**src/pkg/fopc_pkg.sv**
```systemverilog
// Package with register offsets, field positions, operation codes and reset values for flash_op_control.
// Summary of operation
// - Swap bit 6 writable only when write enable is zero and unlock was performed.
// - Swap one maps bank 2 to lower alias, bank 1 upper; zero the reverse.
// - Operation field bits 3-0 writable only while write enable is zero.
// - Code 0111 erases whole array only if all 24 page protect bits are zero.
// - Code 0110 erases upper region, 0101 lower region, when region is unprotected.
// - Code 0100 erases the addressed page unless that page is write-protected.
// - Code 0011 programs the addressed row unless it is write-protected.
// - Code 0010 programs one 128-bit word at the address unless protected.
// - Code 0001 programs one word unless protected; code 0000 does nothing.
// - Single-word program acts as no operation when dynamic ECC setting is 00.
// - Other ECC settings run single-word program without writing ECC bits.
// - Bits 5 and 4 always read zero and ignore writes.
package fopc_pkg;

   // Register byte offsets.
   localparam logic [11:0] FOPC_CTRL_OFS   = 12'h000;
   localparam logic [11:0] FOPC_STAT_OFS   = 12'h004;

   // Control register field positions.
   localparam int FOPC_OP_LSB   = 0;
   localparam int FOPC_OP_MSB   = 3;
   localparam int FOPC_SWAP_BIT = 6;
   localparam int FOPC_WRITE_ENABLE_BIT = 14;
   localparam int FOPC_START_BIT = 15;

   // Reset values.
   localparam logic [3:0]  FOPC_OP_RST   = 4'h0;
   localparam logic        FOPC_SWAP_RST = 1'b0;

   // Page protect and ECC widths and values.
   localparam int          FOPC_PP_W      = 24;
   localparam logic [1:0]  FOPC_ECC_ALWAYS = 2'h0;

   // Address widths: region select bit and a page-number slice.
   localparam int FOPC_ADDR_W     = 32;
   localparam int FOPC_REGION_BIT = 19;
   localparam int FOPC_PAGE_LSB   = 14;

   // Operation codes.
   typedef enum logic [3:0] {
      FOPC_OP_NOP    = 4'h0,
      FOPC_OP_WORD   = 4'h1,
      FOPC_OP_QUAD   = 4'h2,
      FOPC_OP_ROW    = 4'h3,
      FOPC_OP_PAGE   = 4'h4,
      FOPC_OP_LOWER  = 4'h5,
      FOPC_OP_UPPER  = 4'h6,
      FOPC_OP_CHIP   = 4'h7
   } fopc_op_t;

   // Actions issued to the flash array.
   typedef enum logic [2:0] {
      FOPC_ACT_NONE, FOPC_ACT_WORD, FOPC_ACT_QUAD, FOPC_ACT_ROW,
      FOPC_ACT_PAGE, FOPC_ACT_LOWER, FOPC_ACT_UPPER, FOPC_ACT_CHIP
   } fopc_act_t;

endpackage

```
**src/fopc_top.sv**
```systemverilog
// Flash operation control: APB register, boot-bank alias swap and operation issue.
`timescale 1ns/10ps
module fopc_top (
   // Clock and reset.
   input  wire logic                        pclk,
   input  wire logic                        presetn,
   // APB slave.
   input  wire logic                        psel,
   input  wire logic                        penable,
   input  wire logic                        pwrite,
   input  wire logic [11:0]                 paddr,
   input  wire logic [31:0]                 pwdata,
   output logic      [31:0]                 prdata,
   output logic                             pready,
   output logic                             pslverr,
   // Neighbouring registers, same clock.
   input  wire logic                        write_enable,
   input  wire logic                        unlocked,
   input  wire logic [31:0]                 flash_address,
   input  wire logic [fopc_pkg::FOPC_PP_W-1:0] page_protect,
   input  wire logic [1:0]                  dynamic_ecc_config,
   input  wire logic                        op_start,
   // Flash array side.
   output logic                             lower_alias_bank2,
   output logic                             upper_alias_bank2,
   output logic [2:0]                       flash_action,
   output logic                             flash_go,
   output logic                             ecc_bypass,
   output logic                             op_blocked
);
   import fopc_pkg::*;

   logic [3:0]  op_q;
   logic        swap_q;
   logic        acc;
   logic        wr;
   fopc_act_t   act;
   logic        ecc_skip;
   logic        blocked;

   // APB access phase; the slave answers with zero wait states.
   assign acc = psel & penable;
   assign wr  = acc & pwrite & (paddr == FOPC_CTRL_OFS);

   // Operation field, frozen while write enable is set.
   always_ff @(posedge pclk or negedge presetn) begin
      if (!presetn) begin
         op_q <= FOPC_OP_RST;
      end else if (wr && !write_enable) begin
         op_q <= pwdata[FOPC_OP_MSB:FOPC_OP_LSB];
      end
   end

   // Swap bit needs both write enable clear and the unlock sequence.
   always_ff @(posedge pclk or negedge presetn) begin
      if (!presetn) begin
         swap_q <= FOPC_SWAP_RST;
      end else if (wr && !write_enable && unlocked) begin
         swap_q <= pwdata[FOPC_SWAP_BIT];
      end
   end

   // Read mux; bits 5 and 4 are never stored so they read zero.
   always_ff @(posedge pclk or negedge presetn) begin
      if (!presetn) begin
         prdata  <= 32'h00000000;
         pready  <= 1'b0;
         pslverr <= 1'b0;
      end else begin
         pready  <= psel & ~penable;
         pslverr <= 1'b0;
         prdata  <= 32'h00000000;
         if (psel && !penable) begin
            if (paddr == FOPC_CTRL_OFS) begin
               prdata[FOPC_OP_MSB:FOPC_OP_LSB] <= op_q;
               prdata[FOPC_SWAP_BIT]           <= swap_q;
               prdata[FOPC_WRITE_ENABLE_BIT]           <= write_enable;
            end else if (paddr == FOPC_STAT_OFS) begin
               prdata[0] <= op_blocked;
               prdata[1] <= ecc_bypass;
            end else begin
               pslverr <= 1'b1;
            end
         end
      end
   end

   fopc_decode u_dec (
      .op_code      (op_q),
      .swap         (swap_q),
      .addr         (flash_address),
      .page_protect (page_protect),
      .ecc_cfg      (dynamic_ecc_config),
      .act          (act),
      .ecc_skip     (ecc_skip),
      .blocked      (blocked)
   );

   // Alias outputs follow the swap bit.
   always_ff @(posedge pclk or negedge presetn) begin
      if (!presetn) begin
         lower_alias_bank2 <= FOPC_SWAP_RST;
         upper_alias_bank2 <= ~FOPC_SWAP_RST;
      end else begin
         lower_alias_bank2 <= swap_q;
         upper_alias_bank2 <= ~swap_q;
      end
   end

   // Issue one action per start pulse while write enable is set; reserved codes issue nothing.
   always_ff @(posedge pclk or negedge presetn) begin
      if (!presetn) begin
         flash_action <= 3'h0;
         flash_go     <= 1'b0;
         ecc_bypass   <= 1'b0;
         op_blocked   <= 1'b0;
      end else begin
         flash_go <= 1'b0;
         if (op_start && write_enable) begin
            flash_action <= act;
            flash_go     <= (act != FOPC_ACT_NONE);
            ecc_bypass   <= ecc_skip;
            op_blocked   <= blocked;
         end
      end
   end
endmodule

```
**src/fopc_decode.sv**
```systemverilog
// Operation decoder: turns a started code into an action with protection checks.
`timescale 1ns/10ps
module fopc_decode (
   // Request.
   input  wire logic [3:0]                  op_code,
   input  wire logic                        swap,
   input  wire logic [31:0]                 addr,
   input  wire logic [fopc_pkg::FOPC_PP_W-1:0] page_protect,
   input  wire logic [1:0]                  ecc_cfg,
   // Result.
   output fopc_pkg::fopc_act_t              act,
   output logic                             ecc_skip,
   output logic                             blocked
);
   import fopc_pkg::*;

   logic [FOPC_PP_W-1:0] half_mask;
   logic                 page_prot;

   // Page protect covers pages from the bottom; half the bits belong to each region.
   assign half_mask  = {{(FOPC_PP_W/2){1'b0}}, {(FOPC_PP_W/2){1'b1}}};
   // The page index is the address above the page offset, zero-extended to the limit's width.
   // Slicing a fixed width would run past the top of the address, so it is padded instead.
   assign page_prot  = ({{(FOPC_PP_W-FOPC_ADDR_W+FOPC_PAGE_LSB){1'b0}},
                         addr[FOPC_ADDR_W-1:FOPC_PAGE_LSB]} < page_protect);

   // Action select with per-code protection.
   always_comb begin
      act      = FOPC_ACT_NONE;
      ecc_skip = 1'b0;
      blocked  = 1'b0;
      case (op_code)
         FOPC_OP_NOP: begin
            act = FOPC_ACT_NONE;
         end
         FOPC_OP_WORD: begin
            if (ecc_cfg == FOPC_ECC_ALWAYS) begin
               act = FOPC_ACT_NONE;
            end else if (page_prot) begin
               blocked = 1'b1;
            end else begin
               act      = FOPC_ACT_WORD;
               ecc_skip = 1'b1;
            end
         end
         FOPC_OP_QUAD: begin
            if (page_prot) blocked = 1'b1;
            else act = FOPC_ACT_QUAD;
         end
         FOPC_OP_ROW: begin
            if (page_prot) blocked = 1'b1;
            else act = FOPC_ACT_ROW;
         end
         FOPC_OP_PAGE: begin
            if (page_prot) blocked = 1'b1;
            else act = FOPC_ACT_PAGE;
         end
         FOPC_OP_LOWER: begin
            // Lower mapped region is the physically lower half unless swapped.
            if (!swap && |(page_protect & half_mask)) blocked = 1'b1;
            else if (swap && |(page_protect & ~half_mask)) blocked = 1'b1;
            else act = FOPC_ACT_LOWER;
         end
         FOPC_OP_UPPER: begin
            if (swap && |(page_protect & half_mask)) blocked = 1'b1;
            else if (!swap && |(page_protect & ~half_mask)) blocked = 1'b1;
            else act = FOPC_ACT_UPPER;
         end
         FOPC_OP_CHIP: begin
            if (page_protect != '0) blocked = 1'b1;
            else act = FOPC_ACT_CHIP;
         end
         default: begin
            act = FOPC_ACT_NONE;
         end
      endcase
   end
endmodule

```
**config.mk**
```make
export PLATFORM = sky130hd
export DESIGN_NAME = fopc_top
export DESIGN_NICKNAME = d
export VERILOG_FILES = /design/src/pkg/fopc_pkg.sv /design/src/fopc_top.sv /design/src/fopc_decode.sv
export SDC_FILE = /design/constraint.sdc
export NUM_CORES = 1
export LEC_CHECK = 0
export CAP_MARGIN = 5
export CORE_ASPECT_RATIO = 0.9
export CORE_MARGIN = 10
export CORE_UTILIZATION = 60
export CTS_CLUSTER_DIAMETER = 150
export CTS_CLUSTER_SIZE = 8
export DETAILED_ROUTE_END_ITERATION = 10
export DONT_BUFFER_PORTS = 1
export PLACE_DENSITY_LB_ADDON = 0.3
export SLEW_MARGIN = 10
export SYNTH_ARGS = -nofsm -noshare
export SYNTH_HDL_FRONTEND = slang
export SYNTH_SLANG_ARGS = --single-unit
```
**constraint.sdc**
```tcl
create_clock -name pclk -period 2.97 [get_ports pclk]
set_input_delay 0.594 -clock pclk [delete_from_list [all_inputs] [get_ports pclk]]
set_output_delay 0.594 -clock pclk [all_outputs]
set_load 0.05 [all_outputs]
```
==> results of run 1 <==
-- cells in the mapped netlist (all sizes together) --
library cell,count,share of area [%]
inv,19,4.3
a31o,2,1.1
nand3,4,1.2
nor3b,1,0.46
dfrtp,20,31
nand4,4,1.5
conb,1,0.23
a21oi,6,1.8
or2b,1,0.46
o22ai,1,0.38
buf,26,12
nor3,6,2.1
a21o,2,0.99
o211ai,4,1.8
nor2,12,2.7
o21ai,4,1.2
nand2,14,3.2
a311oi,1,0.53
dfstp,1,1.6
ha,17,13
o21a,3,1.4
a32oi,1,0.53
a221o,1,0.61
nor2b,2,0.76
and2,3,1.1
a22o,2,1.1
a2bb2oi,1,0.53
or3,2,0.76
nand2b,1,0.38
and3,2,0.76
a2111oi,1,0.53
a211oi,1,0.46
clkbuf,3,0.69
mux2i,2,1.2
nor4,8,4.0
or4b,1,0.61
mux2,5,3.4
-- metrics by stage --
stage / hold WS, ns / util (%) / cell area, sq um
2_1_floorplan: 0.2984 / - / 1734
3_3_place_gp: 0.2990 / 61.74 / 1563
3_5_place_dp: 0.2991 / 61.74 / 1563
4_1_cts: 0.1285 / 63.17 / 1599
5_1_grt: 0.09479 / 63.17 / 1599
6_report: 0.1361 / 63.17 / 1599
-- placed cells by master (no fill, tap or decap), types with 3 or more instances in the layout --
cell type	synthesis	routed
nor4_1	7	7
mux2_2	5	5
nand2_1	14	14
nor2_1	12	12
nand3_1	4	4
o21ai_0	4	4
and2_1	3	3
inv_1	19	19
ha_1	17	17
nor3_1	5	5
conb_1	1	26
clkbuf_4	0	3
nand4_1	4	4
dfrtp_1	20	20
o211ai_1	4	4
o21a_1	3	3
a21oi_1	6	6
-- power breakdown --
part / switching (uW) / internal (uW)
Sequential: 13.5 / 289
Combinational: 111 / 31.6
Clock: 76.7 / 52.2
Total: 201 / 373
-- final cells by class --
cell class,instances,area [sq um]
inverter,19,71.32
clock buffer,4,26.28
sequential,21,526.8
timing repair buffer,1,10.01
multi-input combinational,141,929.6
tap,28,35.03
fill,233,932.1
-- cell families (layout without fill, tap and decap cells) --
kind of cell             after synthesis  in the layout  synth area share [%]
AO/OA/AOI/OAI                         30             30                 12.97
adder cells (fa/ha/maj)               17             17                 12.97
buffers and inverters                 48             24                 16.93
flip-flops                            21             21                 32.11
multiplexers                           7              7                 4.653
other                                  1             26                0.2286
AND/OR/NAND/NOR                       61             61                 20.14
-- metal layers --
metal	GRT usage, %	part of all wire, %	vias to the layer above
met2	22.97	46	77
met5	0	0	-
met3	7.133	13	2
met1	17.59	41	570
met4	0.6250	0.17	0
li1	-	-	603
-- timing repair --
| action | CTS | global route |
|---|---|---|
| resized for setup | 0 | 0 |
| hold buffers | 1 | 0 |
| hold endpoints to repair | 20 | 0 |
-- worst max-delay path by stage --
stage                           startpoint              end  depth (start not counted)
after floorplan           page_protect[15]  flash_action[0]                          8
after global placement    page_protect[15]  flash_action[0]                          8
after detailed placement  page_protect[13]  flash_action[0]                          8
after CTS                 page_protect[13]  flash_action[0]                          8
after global routing      page_protect[13]  flash_action[0]                          8
final                     page_protect[13]  flash_action[0]                          8
==> impl_metrics.env, run 1 <==
export IMPL_syn_area_sq_mm=0.001640
export IMPL_r2r_start="op_q[0]"
export IMPL_routedWlPerCell_microns=18.78
export IMPL_clkLatencyLatePin_ns=0.30
export IMPL_largest_reg_flops=6
export IMPL_grt_max_degree=21
export IMPL_finalCritPeriodShare_pct=76.35
export IMPL_grt_overflow_total=0
export IMPL_die_area_sq_mm=0.005228
export IMPL_rsz0062_at_grt="no"
export IMPL_critPathSlowestCell="or4b_1"
export IMPL_worst_slack_ns=0.7025
export IMPL_slowest_delay_ns=0.47
export IMPL_grt_pass1_vias=1291
export IMPL_antenna_found_initial=0
export IMPL_ff2ff_path_depth=6
export IMPL_cts_htree_levels=1
export IMPL_fp_row_count=17
export IMPL_synthCells=185
export IMPL_setup_violations=0
export IMPL_worst_path_buf_inv=1
export IMPL_cts_reportedPaths_clkPinSlew_ns=0.11
export IMPL_fmax_mhz=441.0
export IMPL_r2r_slack_ns=1.25
export IMPL_path_max_fanout=4
export IMPL_status="finished clean"
export IMPL_cts_tree="yes"
export IMPL_r2r_end="op_blocked"
export IMPL_synth_cell_type_count=41
export IMPL_required_ns=3.22
export IMPL_root_buffer="clkbuf_4"
export IMPL_antenna_diode_count=0
export IMPL_numCtsBuffers=3
export IMPL_numPortBuffers=0
export IMPL_cp_top_family="simple AND/OR/NAND/NOR gates"
export IMPL_cts_sinks=21
export IMPL_ys_seq_area_share_pct=32.11
export IMPL_track_usage_pct=14.38
export IMPL_path_class="input pin to flop"
export IMPL_preCtsSetupSlack_ns=0.3666
export IMPL_firstDrtPassIters=4
export IMPL_hold_class="input pin to async pin"
export IMPL_synth_seq_cells=21
export IMPL_start_kind="input pin"
export IMPL_ant_nets=0
export IMPL_grt_first_pass_wirelength_microns=6134
export IMPL_fin_tns_setup_ns=0
export IMPL_start_util_pct=64.80
export IMPL_dp_hpwl_microns=3573
export IMPL_finalPower_uw=573.7
export IMPL_crit_arrival_ns=2.52
export IMPL_wirelength_microns=4019
export IMPL_vias=1252
export IMPL_finClkSkew_ns=0.01392
export IMPL_power_density_mw_per_mm2=358.8
export IMPL_die_h_microns=69.61
export IMPL_report_final_slew_viol_count=0
export IMPL_drc=0
export IMPL_synthToLayoutAreaGrowth_pct=-2.517
export IMPL_final_cells=214
export IMPL_p_leak_uw=0.0008071
export IMPL_worst_slew_pin_slew_ns=0.8679
export IMPL_gp_congestion=0.8631
export IMPL_path_cells="inv_1, ha_1, nand4_1, nor3_2, or4b_1, a31o_2, nor4_4, a31o_1"
export IMPL_nets=314
export IMPL_drtIter0Drc=43
export IMPL_clockBufferDepth=2
export IMPL_ys_warnings_count=0
export IMPL_core_area_sq_mm=0.002531
export IMPL_cp_end_kind="flop"
export IMPL_drive_above_1_share_pct=6.989
export IMPL_cts_setup_buffers=0
export IMPL_ir_drop_uv=316.9
export IMPL_drv_cap=0
export IMPL_routed_via_density=5.850
export IMPL_hold_violations=0
export IMPL_io_pins=152
export IMPL_dp_cells=209
export IMPL_fin_crit_ns=2.268
export IMPL_max_slew_margin_pct=41.95
export IMPL_die_w_microns=75.12
export IMPL_syn_avg_cell_area_sq_um=8.867
export IMPL_regMostFlops="prdata"
export IMPL_reg_top3="prdata: 6 flops, op_q: 4 flops, flash_action: 3 flops"
Note: power is estimated with default switching activity, not from simulation.
==> run 2, diff against run 1 <==
ABC_AREA = 1   (was not set)
clock period = 2.1 ns   (was 2.97 ns; I/O delays follow)
==> impl_metrics.env, run 2 <==
export IMPL_status="finished clean"
export IMPL_grt_max_degree=22
export IMPL_grt_first_pass_wirelength_microns=6313
export IMPL_swShare_pct=35.84
export IMPL_slowest_delay_ns=0.29
export IMPL_synth_commonest_cells="nand2_1, inv_1, nor2_1, buf_4, dfrtp_1"
export IMPL_cts_tree="yes"
export IMPL_pwr_share_seq_pct=52.2
export IMPL_critPathSlowestCell="ha_1"
export IMPL_hold_violations=0
export IMPL_largest_reg_flops=6
export IMPL_root_buffer="clkbuf_4"
export IMPL_mostFrequentLayoutCells="nand2_1, inv_1, nor2_1, conb_1, dfrtp_1"
export IMPL_hold_ws_ns=0.2198
export IMPL_die_area_sq_mm=0.005569
export IMPL_start_kind="input pin"
export IMPL_finalPower_uw=818.3
export IMPL_met1_length_microns=1597
export IMPL_path_cells="inv_1, ha_1, nand2_1, nor2_1, nand4_1, nor3_1, nand2_1, nand2_1, nor2_1, o21ai_0, nand2_1"
export IMPL_worst_slew_pin_slew_ns=0.8849
export IMPL_top_layer="met4"
export IMPL_cts_htree_levels=1
export IMPL_synth_top_area_cell="dfrtp_1"
export IMPL_die_w_microns=77.56
export IMPL_ys_warnings_count=0
export IMPL_synth_seq_cells=21
export IMPL_io_pins=152
export IMPL_synth_most_common_cell="nand2_1"
export IMPL_internal_power_uw=525.0
export IMPL_drtIter0Drc=39
export IMPL_track_usage_pct=13.64
export IMPL_dp_hpwl_microns=3764
export IMPL_syn_avg_cell_area_sq_um=6.777
export IMPL_fp_row_count=18
export IMPL_antenna_found_initial=0
export IMPL_worst_path_buf_inv=1
export IMPL_async_reset_ff_share_pct=100.0
export IMPL_numPortBuffers=0
export IMPL_setup_violations=0
export IMPL_synthCells=264
export IMPL_finalCritPeriodShare_pct=72.77
export IMPL_antenna_diode_count=0
export IMPL_fillCellCount=268
export IMPL_synthTopCellsByArea="dfrtp_1, nand2_1, ha_1"
export IMPL_power_density_mw_per_mm2=461.2
export IMPL_ys_seq_area_share_pct=29.44
export IMPL_cts_hold_buffers=1
export IMPL_path_class="input pin to flop"
export IMPL_grt_overflow_total=0
export IMPL_reg_top3="prdata: 6 flops, op_q: 4 flops, flash_action: 3 flops"
export IMPL_firstDrtPassIters=4
export IMPL_cts_setup_buffers=0
export IMPL_regMostFlops="prdata"
export IMPL_clockPowerShare_pct=22.3
export IMPL_hold_class="input pin to flop"
export IMPL_synth_edff_count=0
export IMPL_p_leak_uw=0.001042
export IMPL_ir_drop_uv=447.0
export IMPL_numCtsBuffers=3
export IMPL_finClkSkew_ns=0.001635
export IMPL_routedWlPerCell_microns=13.41
export IMPL_r2r_slack_ns=0.68
export IMPL_fin_tns_setup_ns=0
export IMPL_cts_resized=0
export IMPL_cts_reportedPaths_clkPinSlew_ns=0.10
export IMPL_required_ns=2.29
export IMPL_drive_above_1_share_pct=3.731
export IMPL_seqCellArea_sq_um=526.8
export IMPL_mostFrequentLayoutCell="nand2_1"
export IMPL_clockBufferDepth=2
export IMPL_path_max_fanout=5
export IMPL_power_frac_comb_pct=25.6
export IMPL_die_h_microns=71.81
export IMPL_syn_area_sq_mm=0.001789
export IMPL_start_util_pct=64.07
export IMPL_max_slew_margin_pct=40.81
export IMPL_crit_arrival_ns=1.71
export IMPL_clkLatencyLatePin_ns=0.29
export IMPL_multiInputGateArea_sq_um=988.4
export IMPL_synth_cell_type_count=25
export IMPL_wirelength_microns=4131
export IMPL_fin_crit_ns=1.528
export IMPL_rsz0062_at_grt="no"
export IMPL_wl_met3_microns=500
export IMPL_synthToLayoutAreaGrowth_pct=-0.8393
export IMPL_cp_end_kind="flop"
export IMPL_nets=396
export IMPL_core_area_sq_mm=0.002793
export IMPL_synth_ff_type="dfrtp_1"
export IMPL_vias=1455
export IMPL_routed_via_density=4.724
export IMPL_cpMostUsedCell="nand2_1"
export IMPL_fmax_mhz=654.4
export IMPL_cts_sinks=21
export IMPL_p_switching_uw=293.3
export IMPL_grt_pass1_vias=1395
export IMPL_drv_cap=0
export IMPL_ant_nets=0
export IMPL_met2WireLength_microns=2010
export IMPL_drc=0
export IMPL_gp_congestion=0.7610
export IMPL_report_final_slew_viol_count=0
export IMPL_synth_top_area_share_pct=27.97
export IMPL_cp_top_family="simple AND/OR/NAND/NOR gates"
## run 2: cell count changes after synthesis, sizes merged, moves of 3 or more
cell	change
o211ai	-3
inv	+27
nand2	+56
nand3	+7
mux2	-5
nor4	-6
nor3	+4
nand4	-3
a21oi	+4
o21a	-3
nor2	+24
clkbuf	-3
o21ai	+3
## run 2: path summary, 6_finish.rpt
kind	startpoint	end	cells past startpoint
worst max register to register	op_q[3]	flash_go	9
max in group asynchronous	presetn	prdata[1]	1
worst max-delay path	page_protect[15]	op_blocked	11
worst min-delay path	penable	pready	1
worst min register to register	swap_q	lower_alias_bank2	0
min in group asynchronous	presetn	op_blocked	1
## run 2: cell type report
class / count / area share, %
sequential: 21 / 29.69
multi-input combinational: 196 / 55.71
timing repair buffer: 1 / 0.5642
inverter: 46 / 9.732
tap: 40 / 2.821
clock buffer: 4 / 1.481
## run 2: stage by stage
stage	instances	area (sq um)	util, %	setup slack (ns)
CTS	308	1774	63.53	0.5859
global placement	303	1738	62.23	0.3054
detailed placement	303	1738	62.23	0.2679
global route	308	1774	63.53	0.4147
floorplan	289	1883	-	0.4250
finish	308	1774	63.53	0.5718
## run 2: per-layer routing
layer  global-route usage (%)  vias to the layer above
met3                    7.232                        2
met4                    2.429                        0
met2                    23.56                       78
met5                        0                        -
met1                    14.72                      601
li1                         -                      774
## run 2: power groups by stage
stage               registers [uW]  logic, uW  clock network [uW]
global route                   428        234                 208
detailed placement             435        199                   0
global placement               435        194                   0
finish                         427        209                 182
CTS                            427        208                 190
floorplan                      434        220                   0
## run 2: cells by family after synthesis
| group | synth area share [%] |
|---|---|
| AO/OA/AOI/OAI | 6.364 |
| flip-flops | 29.44 |
| buffers and inverters | 20.56 |
| AND/OR/NAND/NOR | 31.54 |
| adder cells (fa/ha/maj) | 11.89 |
| other | 0.2096 |
